**config.mk**
```make
export PLATFORM = sky130hd
export DESIGN_NAME = tandem_monitor_sink
export DESIGN_NICKNAME = d
export VERILOG_FILES = /design/src/tcm_pkg.sv /design/src/tandem_monitor_sink.sv
export SDC_FILE = /design/constraint.sdc
export NUM_CORES = 2
export LEC_CHECK = 0
export ABC_AREA = 1
export BUFFER_PORTS_ARGS = -buffer_cell sky130_fd_sc_hd__buf_2
export CELL_PAD_IN_SITES_DETAIL_PLACEMENT = 0
export CELL_PAD_IN_SITES_GLOBAL_PLACEMENT = 1
export CORE_MARGIN = 4
export CORE_UTILIZATION = 46
export DETAILED_ROUTE_END_ITERATION = 12
export HOLD_SLACK_MARGIN = 0.12
export PLACE_DENSITY_LB_ADDON = 0.12
export SLEW_MARGIN = 20
export SYNTH_ARGS = -nofsm -noshare
export SYNTH_HDL_FRONTEND = slang
export SYNTH_SLANG_ARGS = --single-unit
```
**constraint.sdc**
```tcl
create_clock -name mclk -period 5.3 [get_ports mclk]
set_input_delay 1.59 -clock mclk [delete_from_list [all_inputs] [get_ports mclk]]
set_output_delay 1.59 -clock mclk [all_outputs]
set_load 0.03 [all_outputs]
```
**src/tcm_pkg.sv**
```systemverilog
package tcm_pkg;
   localparam logic [6:0] CTRL_OFS = 7'h00;
   localparam logic [6:0] DEG_OFS = 7'h04;
   localparam logic [6:0] EXP_OFS = 7'h08;
   localparam logic [6:0] ACC_OFS = 7'h18;
   localparam logic [6:0] STAT_OFS = 7'h28;
   localparam logic [6:0] IRQ_STAT_OFS = 7'h2C;
   localparam logic [6:0] IRQ_MASK_OFS = 7'h30;
   localparam logic [6:0] PM_NEAR_OFS = 7'h34;
   localparam logic [6:0] PM_FAR_OFS = 7'h38;
   localparam logic [6:0] PM_OFAR_OFS = 7'h3C;
   localparam logic [6:0] PM_DS_OFS = 7'h40;
   localparam int CTRL_MON_BIT = 0;
   localparam int CTRL_RDI_BIT = 1;
   localparam int CTRL_ODI_BIT = 2;
   localparam int CTRL_MISMATCH_DISABLE_BIT = 3;
   localparam logic [3:0] CTRL_RESET = 4'h7;
   localparam logic [19:0] DEG_RESET = 20'h1000A;
   localparam logic [15:0] FAS_PATTERN = 16'hFFFE;
   localparam logic [6:0] MF_LEN = 7'h4C;
   localparam logic [6:0] FAS_LAST = 7'h08;
   localparam logic [6:0] TRACE_FIRST = 7'h09;
   localparam logic [6:0] TRACE_LAST = 7'h48;
   localparam logic [6:0] RDI_FRAME = 7'h49;
   localparam logic [6:0] ODI_FRAME = 7'h4A;
   typedef struct packed {
      logic clk;
      logic frame_start;
      logic ssf;
      logic [7:0] data;
   } link_type;
   typedef struct packed {
      logic unequipped;
      logic tandem_loss;
      logic trace_mismatch;
      logic degraded;
      logic remote_defect;
      logic outgoing_defect;
   } cause_type;
endpackage : tcm_pkg

```
**src/tandem_monitor_sink.sv**
```systemverilog
`timescale 1ns/1ps
`default_nettype none
module persist_filt #(parameter int N = 5) (
   input wire logic mclk,
   input wire logic nrst,
   input wire logic stb,
   input wire logic sample,
   output logic state_q
);
   logic [3:0] run_q;
   initial assert (N >= 1 && N <= 15) else $error("persistence count out of range");
   // state flips only after N consecutive opposite samples
   always_ff @(posedge mclk) begin
      if (!nrst) begin
         run_q <= 4'h0;
         state_q <= 1'b0;
      end else if (stb) begin
         if (sample == state_q) begin
            run_q <= 4'h0;
         end else if (run_q == 4'(N - 1)) begin
            run_q <= 4'h0;
            state_q <= sample;
         end else begin
            run_q <= run_q + 4'h1;
         end
      end
   end
endmodule : persist_filt

////////////////////////////////////////////////////////////////////////////////
module tandem_monitor_sink import tcm_pkg::*; #(
   parameter int FRAME_BYTES = 140,
   parameter int N2_POS = 70,
   parameter int PERSIST = 5,
   parameter int ACCEPT = 3,
   parameter int LTC_MISS = 2
) (
   input wire logic mclk,
   input wire logic nrst,
   input wire logic link_clk,
   input wire logic link_frame_start,
   input wire logic link_ssf,
   input wire logic [7:0] link_data,
   input wire logic equipment_defect,
   input wire logic one_second,
   input wire logic [6:0] avs_address,
   input wire logic avs_read,
   input wire logic avs_write,
   input wire logic [31:0] avs_writedata,
   input wire logic [3:0] avs_byteenable,
   output logic [31:0] avs_readdata,
   output logic avs_waitrequest,
   output logic irq,
   output logic trail_fail_action,
   output logic trail_degrade_action,
   output cause_type fault_cause
);
   initial assert (N2_POS > 0 && N2_POS < FRAME_BYTES && FRAME_BYTES < 256 && ACCEPT < 16 && LTC_MISS < 16)
      else $error("bad frame or count parameters");

   ////////////////////////////////////////////////////////////////////////////
   // the stream is only tapped; no data path leaves this block
   link_type ls1_q, ls2_q;
   logic clk3_q;
   logic byte_stb;
   always_ff @(posedge mclk) begin
      if (!nrst) begin
         ls1_q <= '0;
         ls2_q <= '0;
         clk3_q <= 1'b0;
      end else begin
         ls1_q <= '{link_clk, link_frame_start, link_ssf, link_data};
         ls2_q <= ls1_q;
         clk3_q <= ls2_q.clk;
      end
   end
   assign byte_stb = ls2_q.clk & ~clk3_q;

   logic [7:0] byte_cnt_q;
   logic [1:0] bip_acc_q, bip_prev_q;
   logic [1:0] byte_bip;
   logic n2_stb;
   logic [7:0] n2;
   assign byte_bip = {ls2_q.data[7] ^ ls2_q.data[5] ^ ls2_q.data[3] ^ ls2_q.data[1],
                      ls2_q.data[6] ^ ls2_q.data[4] ^ ls2_q.data[2] ^ ls2_q.data[0]};
   assign n2 = ls2_q.data;
   assign n2_stb = byte_stb && !ls2_q.frame_start && byte_cnt_q == 8'(N2_POS);
   always_ff @(posedge mclk) begin
      if (!nrst) begin
         byte_cnt_q <= 8'h00;
         bip_acc_q <= 2'h0;
         bip_prev_q <= 2'h0;
      end else if (byte_stb) begin
         if (ls2_q.frame_start) begin
            byte_cnt_q <= 8'h01;
            bip_prev_q <= bip_acc_q;
            bip_acc_q <= byte_bip;
         end else begin
            byte_cnt_q <= byte_cnt_q + 8'h01;
            bip_acc_q <= bip_acc_q ^ byte_bip;
         end
      end
   end

   ////////////////////////////////////////////////////////////////////////////
   // multiframe alignment on N2[7-8] and loss of tandem connection
   logic [15:0] fas_sh_q, fas_new;
   logic [6:0] mfi_q, frame_no;
   logic aligned_q, tandem_loss_q;
   logic [3:0] miss_q;
   assign fas_new = {fas_sh_q[13:0], n2[1:0]};
   assign frame_no = (mfi_q == MF_LEN) ? 7'h01 : mfi_q + 7'h01;
   always_ff @(posedge mclk) begin
      if (!nrst) begin
         fas_sh_q <= 16'h0000;
         mfi_q <= 7'h00;
         aligned_q <= 1'b0;
         tandem_loss_q <= 1'b1;
         miss_q <= 4'h0;
      end else if (n2_stb) begin
         fas_sh_q <= fas_new;
         if (fas_new == FAS_PATTERN) begin
            mfi_q <= FAS_LAST;
            aligned_q <= 1'b1;
            tandem_loss_q <= 1'b0;
            miss_q <= 4'h0;
         end else begin
            mfi_q <= frame_no;
            if (frame_no == FAS_LAST) begin
               if (miss_q == 4'(LTC_MISS - 1)) begin
                  tandem_loss_q <= 1'b1;
                  aligned_q <= 1'b0;
               end else begin
                  miss_q <= miss_q + 4'h1;
               end
            end
         end
      end
   end

   ////////////////////////////////////////////////////////////////////////////
   // trace: 64 frames x 2 bits, accepted after ACCEPT identical multiframes
   logic [127:0] trace_sh_q, trace_prev_q, accepted_q, trace_new;
   logic [3:0] trace_run_q;
   logic [3:0] ctrl_q;
   logic [127:0] expected_q;
   logic trace_mismatch_q;
   assign trace_new = {trace_sh_q[125:0], n2[1:0]};
   always_ff @(posedge mclk) begin
      if (!nrst) begin
         trace_sh_q <= '0;
         trace_prev_q <= '0;
         accepted_q <= '0;
         trace_run_q <= 4'h0;
      end else if (n2_stb && aligned_q && frame_no >= TRACE_FIRST && frame_no <= TRACE_LAST) begin
         trace_sh_q <= trace_new;
         if (frame_no == TRACE_LAST) begin
            trace_prev_q <= trace_new;
            if (trace_new != trace_prev_q) begin
               trace_run_q <= 4'h1;
            end else if (trace_run_q != 4'(ACCEPT)) begin
               trace_run_q <= trace_run_q + 4'h1;
               if (trace_run_q == 4'(ACCEPT - 1)) begin
                  accepted_q <= trace_new;
               end
            end
         end
      end
   end
   always_ff @(posedge mclk) begin
      if (!nrst) begin
         trace_mismatch_q <= 1'b0;
      end else begin
         trace_mismatch_q <= !ctrl_q[CTRL_MISMATCH_DISABLE_BIT] && accepted_q != expected_q;
      end
   end

   ////////////////////////////////////////////////////////////////////////////
   // N2 bit defects filtered over consecutive receptions
   logic unequipped_defect, incoming_ais_defect, remote_defect_det, outgoing_defect_det;
   logic rdi_stb, odi_stb;
   assign rdi_stb = n2_stb && aligned_q && frame_no == RDI_FRAME;
   assign odi_stb = n2_stb && aligned_q && frame_no == ODI_FRAME;
   persist_filt #(.N(PERSIST)) une_f (.mclk(mclk), .nrst(nrst), .stb(n2_stb),
      .sample(n2 == 8'h00), .state_q(unequipped_defect));
   persist_filt #(.N(PERSIST)) ais_f (.mclk(mclk), .nrst(nrst), .stb(n2_stb),
      .sample(n2[4]), .state_q(incoming_ais_defect));
   persist_filt #(.N(PERSIST)) rdi_f (.mclk(mclk), .nrst(nrst), .stb(rdi_stb),
      .sample(n2[0]), .state_q(remote_defect_det));
   persist_filt #(.N(PERSIST)) odi_f (.mclk(mclk), .nrst(nrst), .stb(odi_stb),
      .sample(n2[1]), .state_q(outgoing_defect_det));

   logic near_err, far_err, ofar_err;
   assign near_err = n2_stb && (n2[7:6] != bip_prev_q);
   assign far_err = n2_stb && n2[3];
   assign ofar_err = n2_stb && n2[2];

   ////////////////////////////////////////////////////////////////////////////
   // degrade: bad second when errors exceed threshold, state after M seconds
   logic [19:0] deg_q;
   logic [15:0] deg_err_q;
   logic [3:0] deg_run_q;
   logic degraded_q, bad_sec;
   assign bad_sec = deg_err_q > deg_q[15:0];
   always_ff @(posedge mclk) begin
      if (!nrst) begin
         deg_err_q <= 16'h0000;
         deg_run_q <= 4'h0;
         degraded_q <= 1'b0;
      end else if (one_second) begin
         deg_err_q <= {15'h0000, near_err};
         if (bad_sec == degraded_q) begin
            deg_run_q <= 4'h0;
         end else if (deg_run_q + 4'h1 >= deg_q[19:16]) begin
            deg_run_q <= 4'h0;
            degraded_q <= bad_sec;
         end else begin
            deg_run_q <= deg_run_q + 4'h1;
         end
      end else if (near_err && deg_err_q != 16'hFFFF) begin
         deg_err_q <= deg_err_q + 16'h0001;
      end
   end

   ////////////////////////////////////////////////////////////////////////////
   // consequent actions and correlation
   logic mon, fail_now;
   cause_type cause_d;
   assign mon = ctrl_q[CTRL_MON_BIT];
   assign fail_now = ls2_q.ssf | unequipped_defect | trace_mismatch_q | tandem_loss_q;
   always_comb begin
      cause_d.unequipped = unequipped_defect & mon;
      cause_d.tandem_loss = !unequipped_defect & tandem_loss_q;
      cause_d.trace_mismatch = trace_mismatch_q & !unequipped_defect & !tandem_loss_q & mon;
      cause_d.degraded = degraded_q & !trace_mismatch_q & !tandem_loss_q & mon;
      cause_d.remote_defect = remote_defect_det & !unequipped_defect & !trace_mismatch_q & !tandem_loss_q
         & mon & ctrl_q[CTRL_RDI_BIT];
      cause_d.outgoing_defect = outgoing_defect_det & !unequipped_defect & !trace_mismatch_q & !tandem_loss_q
         & mon & ctrl_q[CTRL_ODI_BIT];
   end
   always_ff @(posedge mclk) begin
      if (!nrst) begin
         trail_fail_action <= 1'b0;
         trail_degrade_action <= 1'b0;
         fault_cause <= '0;
      end else begin
         trail_fail_action <= fail_now;
         trail_degrade_action <= degraded_q;
         fault_cause <= cause_d;
      end
   end

   ////////////////////////////////////////////////////////////////////////////
   // per-second primitives; counters saturate rather than wrap
   logic [15:0] near_acc_q, far_acc_q, ofar_acc_q, pm_near_q, pm_far_q, pm_ofar_q;
   logic [2:0] ds_acc_q, pm_ds_q, ds_now;
   assign ds_now = {outgoing_defect_det, remote_defect_det, trail_fail_action | equipment_defect};
   always_ff @(posedge mclk) begin
      if (!nrst) begin
         near_acc_q <= 16'h0000;
         far_acc_q <= 16'h0000;
         ofar_acc_q <= 16'h0000;
         ds_acc_q <= 3'h0;
         pm_near_q <= 16'h0000;
         pm_far_q <= 16'h0000;
         pm_ofar_q <= 16'h0000;
         pm_ds_q <= 3'h0;
      end else if (one_second) begin
         pm_near_q <= near_acc_q;
         pm_far_q <= far_acc_q;
         pm_ofar_q <= ofar_acc_q;
         pm_ds_q <= ds_acc_q | ds_now;
         near_acc_q <= {15'h0000, near_err};
         far_acc_q <= {15'h0000, far_err};
         ofar_acc_q <= {15'h0000, ofar_err};
         ds_acc_q <= 3'h0;
      end else begin
         if (near_err && near_acc_q != 16'hFFFF) near_acc_q <= near_acc_q + 16'h0001;
         if (far_err && far_acc_q != 16'hFFFF) far_acc_q <= far_acc_q + 16'h0001;
         if (ofar_err && ofar_acc_q != 16'hFFFF) ofar_acc_q <= ofar_acc_q + 16'h0001;
         ds_acc_q <= ds_acc_q | ds_now;
      end
   end

   ////////////////////////////////////////////////////////////////////////////
   // interrupts: rising causes set sticky bits, set beats write-one clear
   cause_type cause_old_q;
   logic [5:0] irq_stat_q, irq_mask_q, irq_clr;
   logic wr_take, rd_take;
   assign wr_take = avs_write && !avs_waitrequest;
   assign rd_take = (avs_read || avs_write) && avs_waitrequest;
   assign irq_clr = (wr_take && avs_address == IRQ_STAT_OFS && avs_byteenable[0]) ? avs_writedata[5:0] : 6'h00;
   always_ff @(posedge mclk) begin
      if (!nrst) begin
         cause_old_q <= '0;
         irq_stat_q <= 6'h00;
         irq <= 1'b0;
      end else begin
         cause_old_q <= fault_cause;
         irq_stat_q <= (irq_stat_q & ~irq_clr) | (fault_cause & ~cause_old_q);
         irq <= |(irq_stat_q & irq_mask_q);
      end
   end

   ////////////////////////////////////////////////////////////////////////////
   // Avalon slave: one wait state, readdata valid when waitrequest drops
   function automatic logic [31:0] merge(input logic [31:0] old, input logic [31:0] nw, input logic [3:0] be);
      logic [31:0] r;
      r = old;
      for (int i = 0; i < 4; i++) begin
         if (be[i]) r[8*i +: 8] = nw[8*i +: 8];
      end
      return r;
   endfunction : merge

   logic [1:0] word_idx;
   assign word_idx = avs_address[3:2] - 2'h2;
   logic [31:0] rdata;
   always_comb begin
      rdata = 32'h0000_0000;
      unique case (avs_address)
         CTRL_OFS: rdata = {28'h0000000, ctrl_q};
         DEG_OFS: rdata = {12'h000, deg_q};
         EXP_OFS, EXP_OFS + 7'h04, EXP_OFS + 7'h08, EXP_OFS + 7'h0C: rdata = expected_q[32*word_idx +: 32];
         ACC_OFS, ACC_OFS + 7'h04, ACC_OFS + 7'h08, ACC_OFS + 7'h0C:
            rdata = accepted_q[32*word_idx +: 32];
         STAT_OFS: rdata = {16'h0000, 1'b0, incoming_ais_defect, outgoing_defect_det, remote_defect_det,
            degraded_q, trace_mismatch_q, tandem_loss_q, unequipped_defect, 2'h0, fault_cause};
         IRQ_STAT_OFS: rdata = {26'h0000000, irq_stat_q};
         IRQ_MASK_OFS: rdata = {26'h0000000, irq_mask_q};
         PM_NEAR_OFS: rdata = {16'h0000, pm_near_q};
         PM_FAR_OFS: rdata = {16'h0000, pm_far_q};
         PM_OFAR_OFS: rdata = {16'h0000, pm_ofar_q};
         PM_DS_OFS: rdata = {29'h00000000, pm_ds_q};
         default: rdata = 32'h0000_0000;
      endcase
   end

   logic [31:0] ctrl_w, deg_w, mask_w, exp_w;
   assign ctrl_w = merge({28'h0000000, ctrl_q}, avs_writedata, avs_byteenable);
   assign deg_w = merge({12'h000, deg_q}, avs_writedata, avs_byteenable);
   assign mask_w = merge({26'h0000000, irq_mask_q}, avs_writedata, avs_byteenable);
   assign exp_w = merge(expected_q[32*word_idx +: 32], avs_writedata, avs_byteenable);
   always_ff @(posedge mclk) begin
      if (!nrst) begin
         avs_waitrequest <= 1'b1;
         avs_readdata <= 32'h0000_0000;
      end else begin
         avs_waitrequest <= !rd_take;
         if (rd_take && avs_read) avs_readdata <= rdata;
      end
   end
   always_ff @(posedge mclk) begin
      if (!nrst) begin
         ctrl_q <= CTRL_RESET;
         deg_q <= DEG_RESET;
         irq_mask_q <= 6'h00;
         expected_q <= '0;
      end else if (wr_take) begin
         if (avs_address == CTRL_OFS) ctrl_q <= ctrl_w[3:0];
         if (avs_address == DEG_OFS) deg_q <= deg_w[19:0];
         if (avs_address == IRQ_MASK_OFS) irq_mask_q <= mask_w[5:0];
         if (avs_address[6:4] == 3'h0 && avs_address[3:2] >= 2'h2) expected_q[32*word_idx +: 32] <= exp_w;
         if (avs_address[6:4] == 3'h1 && avs_address[3:2] <= 2'h1) expected_q[32*word_idx +: 32] <= exp_w;
      end
   end

   ////////////////////////////////////////////////////////////////////////////
   fail_map_a: assert property (@(posedge mclk) disable iff (!nrst)
      fail_now |=> trail_fail_action) else $error("trail fail not raised");
   deg_map_a: assert property (@(posedge mclk) disable iff (!nrst)
      $rose(degraded_q) |=> trail_degrade_action ##1 $stable(trail_degrade_action) or !degraded_q)
      else $error("degrade action missing");
   uneq_cause_a: assert property (@(posedge mclk) disable iff (!nrst)
      fault_cause.unequipped |-> $past(unequipped_defect) && $past(mon)) else $error("bad unequipped cause");
   ltc_cause_a: assert property (@(posedge mclk) disable iff (!nrst)
      $past(nrst) && $past(tandem_loss_q) && !$past(unequipped_defect) |-> fault_cause.tandem_loss)
      else $error("loss cause missing");
   tim_cause_a: assert property (@(posedge mclk) disable iff (!nrst)
      fault_cause.trace_mismatch |-> !$past(unequipped_defect) && !$past(tandem_loss_q) && $past(mon))
      else $error("bad mismatch cause");
   deg_cause_a: assert property (@(posedge mclk) disable iff (!nrst)
      fault_cause.degraded |-> !$past(trace_mismatch_q) && !$past(tandem_loss_q) && $past(degraded_q))
      else $error("bad degrade cause");
   rdi_cause_a: assert property (@(posedge mclk) disable iff (!nrst)
      fault_cause.remote_defect |-> $past(ctrl_q[CTRL_RDI_BIT]) && $past(remote_defect_det))
      else $error("bad remote cause");
   odi_cause_a: assert property (@(posedge mclk) disable iff (!nrst)
      fault_cause.outgoing_defect |-> $past(ctrl_q[CTRL_ODI_BIT]) && !$past(trace_mismatch_q))
      else $error("bad outgoing cause");
   pm_latch_a: assert property (@(posedge mclk) disable iff (!nrst)
      one_second |=> pm_near_q == $past(near_acc_q) && pm_far_q == $past(far_acc_q)) else $error("pm not latched");
   bus_ack_a: assert property (@(posedge mclk) disable iff (!nrst)
      (avs_read || avs_write) && avs_waitrequest |=> !avs_waitrequest ##1 avs_waitrequest)
      else $error("bus answer not one cycle");
endmodule : tandem_monitor_sink
`default_nettype wire

```
==> run metrics <==
status finished, final reports clean; DR vias 34,140; final instance area 41,290 sq um; CTS Buf Count 91; # DRC 0; Post-Route WL 126.0 mm; Core Region 79,130 sq um; asr flop ratio synth 0; FP Rows 103; LEAKAGE 15.70 nW; Initial DRT Pass Iterations 6; Cell Area, Placed 38,040 sq um; largest net degree at the start of global routing 175; Routed wire per std cell 20.21 um; commonest non-fill, non-tap cells in the layout 924 x nand2_1, 804 x dfxtp_1, 801 x nor2_1, 504 x o21ai_0, 460 x inv_1; worst r2r path cells 12; #FFs+latches synth 804; Post-synth EDFFs 0; final setup margin 1.425 ns; GR Util All Layers 0.2872; TritonCTS clock tree yes; Post-CTS Setup Bufs 0; FMAX 258.0 MHz; Most common cell on crit path inv_1; Synthesis Warnings 0; Root Buffer clkbuf_16; Post-DRT Antenna Nets 0; Hold EP n2[3]; hold_sp ls1_q[3]; vias in the first global route 30,860; min Tclk post-route 3.875 ns; setup violators final 0; worst endpoint data arrival time 4.41 ns; crit-path cells buf_2 -> inv_1 -> nor2_1 -> inv_1 -> nor2_1 -> inv_1 -> nor2_1 -> inv_1 -> o21ai_0 -> a21oi_1; Cell variety after synth 50; fin util 0.5218; die width 290.8 um; max-cap violations 0; Worst setup SP type input pin; Data required, critical path 5.84 ns; Largest stage delay, worst path 0.69 ns; Area growth, synth to finish 12.26%; Setup Crit Path Kind in2reg; Slew @ Worst Pin 1.099 ns; CP delay by family, top simple AND/OR/NAND/NOR gates; mux contribution to synthesized area 0; R2R setup slack 1.80 ns; Port Buffers 101; post-synthesis net count 5,259; gr ovfl total 0; htree depth 3; Yosys top cell area share 0.4376; clock skew 0.05453 ns; Worst VDD drop 0.0002847 V; HP Class reg2reg; post-CTS sizing 0; Sink Count 804; RSZ-0062 raised after global routing no; Starting DRT DRC Count 3,046; # fillers 7,967; CTS Buffer Depth 3; commonest non-fill, non-tap cell in the layout nand2_1; largest family of logic cells by synthesized area simple AND/OR/NAND/NOR gates; Slew headroom 0.2628; XOR/XNOR Fraction of Synth Area 0.04834; post-synthesis compound-gate area fraction 0.1886; FF-to-FF End trace_sh_q[30]; antenna violations before repair 3; Synth area leader dfxtp_1; CP max FO 9; register area share after synthesis 0.4376; I/O pins 102; clk_lat worst skew 0.66 ns; Post-Synthesis Cells 5,147; Clock Pin Slew Worst Setup and Hold Paths 0.06 ns; Cell Pwr Density 323.5 nW/um^2; die area 84,550 sq um; Initial Util 0.4648; count of final hold-check violations 0; DP Worst Slack 0.8306 ns; GP Congestion 0.9073; max-slew violation count 0; final-stage net count 5,221; layout cells sized above 1 0.06655; Via density 5.475; most common flop cell mapped by yosys dfxtp_1; Synth Cell Area 36,780 sq um; worst hold path depth 2; area occupied by multi-input gates 17,840 sq um; syn avg cell area 7.146 sq um; Crit-path slowest cell nor2_1; die height 290.8 um; first-pass GRT wire length 191.5 mm; register area 16,100 sq um; Adder-Cell Fraction of Synth Area 0.01769; worst flop-to-flop path startpoint ls2_q[10]; Final period util 0.7312; CP endpoint kind register; dominant cells by area after synthesis dfxtp_1 44%, nand2_1 9.4%, nor2_1 8.2%; hpwl dp 88.06 mm; Post-Synth Simple-Gate Area 0.2290; CP bufs+invs 5; final setup TNS 0 ns; hold buffers post-CTS 0
-- registers in the layout (all words and copies together) (netlist names), 11 cells and up --
register,cells
deg_err_q,16
trace_prev_q,128
accepted_q,128
fas_sh_q,14
far_acc_q,16
pm_ofar_q,16
avs_readdata,32
pm_far_q,16
deg_q,20
pm_near_q,16
expected_q,128
near_acc_q,16
trace_sh_q,126
ls1_q,11
ofar_acc_q,16
-- per-layer routing --
metal | vias to the layer above | share of wire | wire length (um) | track usage
met5 | - | 0.000087 | 11 | 0
li1 | 16820 | - | - | -
met3 | 212 | 0.070 | 8814 | 0.04081
met4 | 2 | 0.036 | 4522 | 0.09979
met2 | 1162 | 0.42 | 53510 | 0.4245
met1 | 15940 | 0.47 | 59150 | 0.4272
-- synthesized netlist by cell type, types with 3 or more instances --
| master | n |
|---|---|
| o221ai_1 | 3 |
| inv_1 | 464 |
| clkbuf_1 | 217 |
| buf_2 | 41 |
| nand4_1 | 61 |
| o21ai_0 | 504 |
| or2_2 | 12 |
| o22a_1 | 7 |
| a211oi_1 | 15 |
| nor3_1 | 87 |
| xnor2_1 | 166 |
| o211ai_1 | 27 |
| a31oi_1 | 5 |
| ha_1 | 52 |
| nor4_1 | 21 |
| nand2_1 | 925 |
| xor2_1 | 37 |
| o21ai_1 | 81 |
| nand2_2 | 3 |
| a21oi_1 | 427 |
| a22oi_1 | 91 |
| a32oi_1 | 30 |
| buf_6 | 3 |
| buf_1 | 21 |
| inv_2 | 5 |
| nand3b_1 | 3 |
| o22ai_1 | 50 |
| nor3b_1 | 11 |
| nor2_1 | 805 |
| o21a_1 | 3 |
| a2bb2oi_1 | 3 |
| nand3_1 | 135 |
| dfxtp_1 | 804 |
| nor2_4 | 3 |
| o2111ai_1 | 6 |
-- area by class of cell --
| type | count | area share |
|---|---|---|
| timing repair buffer | 151 | 0.02436 |
| clock inverter | 43 | 0.01591 |
| inverter | 471 | 0.04309 |
| antenna | 1 | 0.00006060 |
| multi-input combinational | 3590 | 0.4321 |
| sequential | 804 | 0.3898 |
| tap | 1050 | 0.03182 |
| clock buffer | 125 | 0.06285 |
-- worst min-delay path, stage by stage (launching register included) --
cell	delay, ns
dfxtp_1	0.30
nand2_1	0.05
inv_1	0.04
-- cell families (layout without fill, tap and decap cells) --
group,Yosys count,after routing
buffers and inverters,753,790
xor gates and xnor gates,203,203
DFF,804,804
AOI/OAI and AO/OA,1261,1261
and+or+nand+nor,2074,2074
adders and majority gates,52,52
other,0,1
-- stage by stage --
| stage | power, mW | instances | hold slack, ns |
|---|---|---|---|
| 6_report | 13.36 | 6235 | 0.4141 |
| 5_1_grt | 13.76 | 6235 | 0.4265 |
| 4_1_cts | 13.46 | 6234 | 0.4174 |
| 3_5_place_dp | 6.729 | 6066 | 0.4028 |
| 3_3_place_gp | 6.734 | 6066 | 0.3961 |
| 2_1_floorplan | 6.530 | 5147 | 0.3905 |
-- where the power goes --
part           switching (mW)  leakage (nW)  total, mW  internal, mW
clock                    2.71          1.58       6.75          4.04
combinational           0.405          7.64      0.533         0.128
sequential             0.0124          6.48       6.07          6.06
-- worst max path at each step --
stage | startpoint | end | cells after the start
floorplan | avs_address[2] | expected_q[74] | 13
global placement | avs_write | deg_q[4] | 10
detailed placement | avs_write | deg_q[4] | 10
CTS | avs_write | deg_q[6] | 10
global route | avs_address[2] | expected_q[61] | 11
finish | avs_write | deg_q[6] | 10
Power figures use the tool's default switching activity.
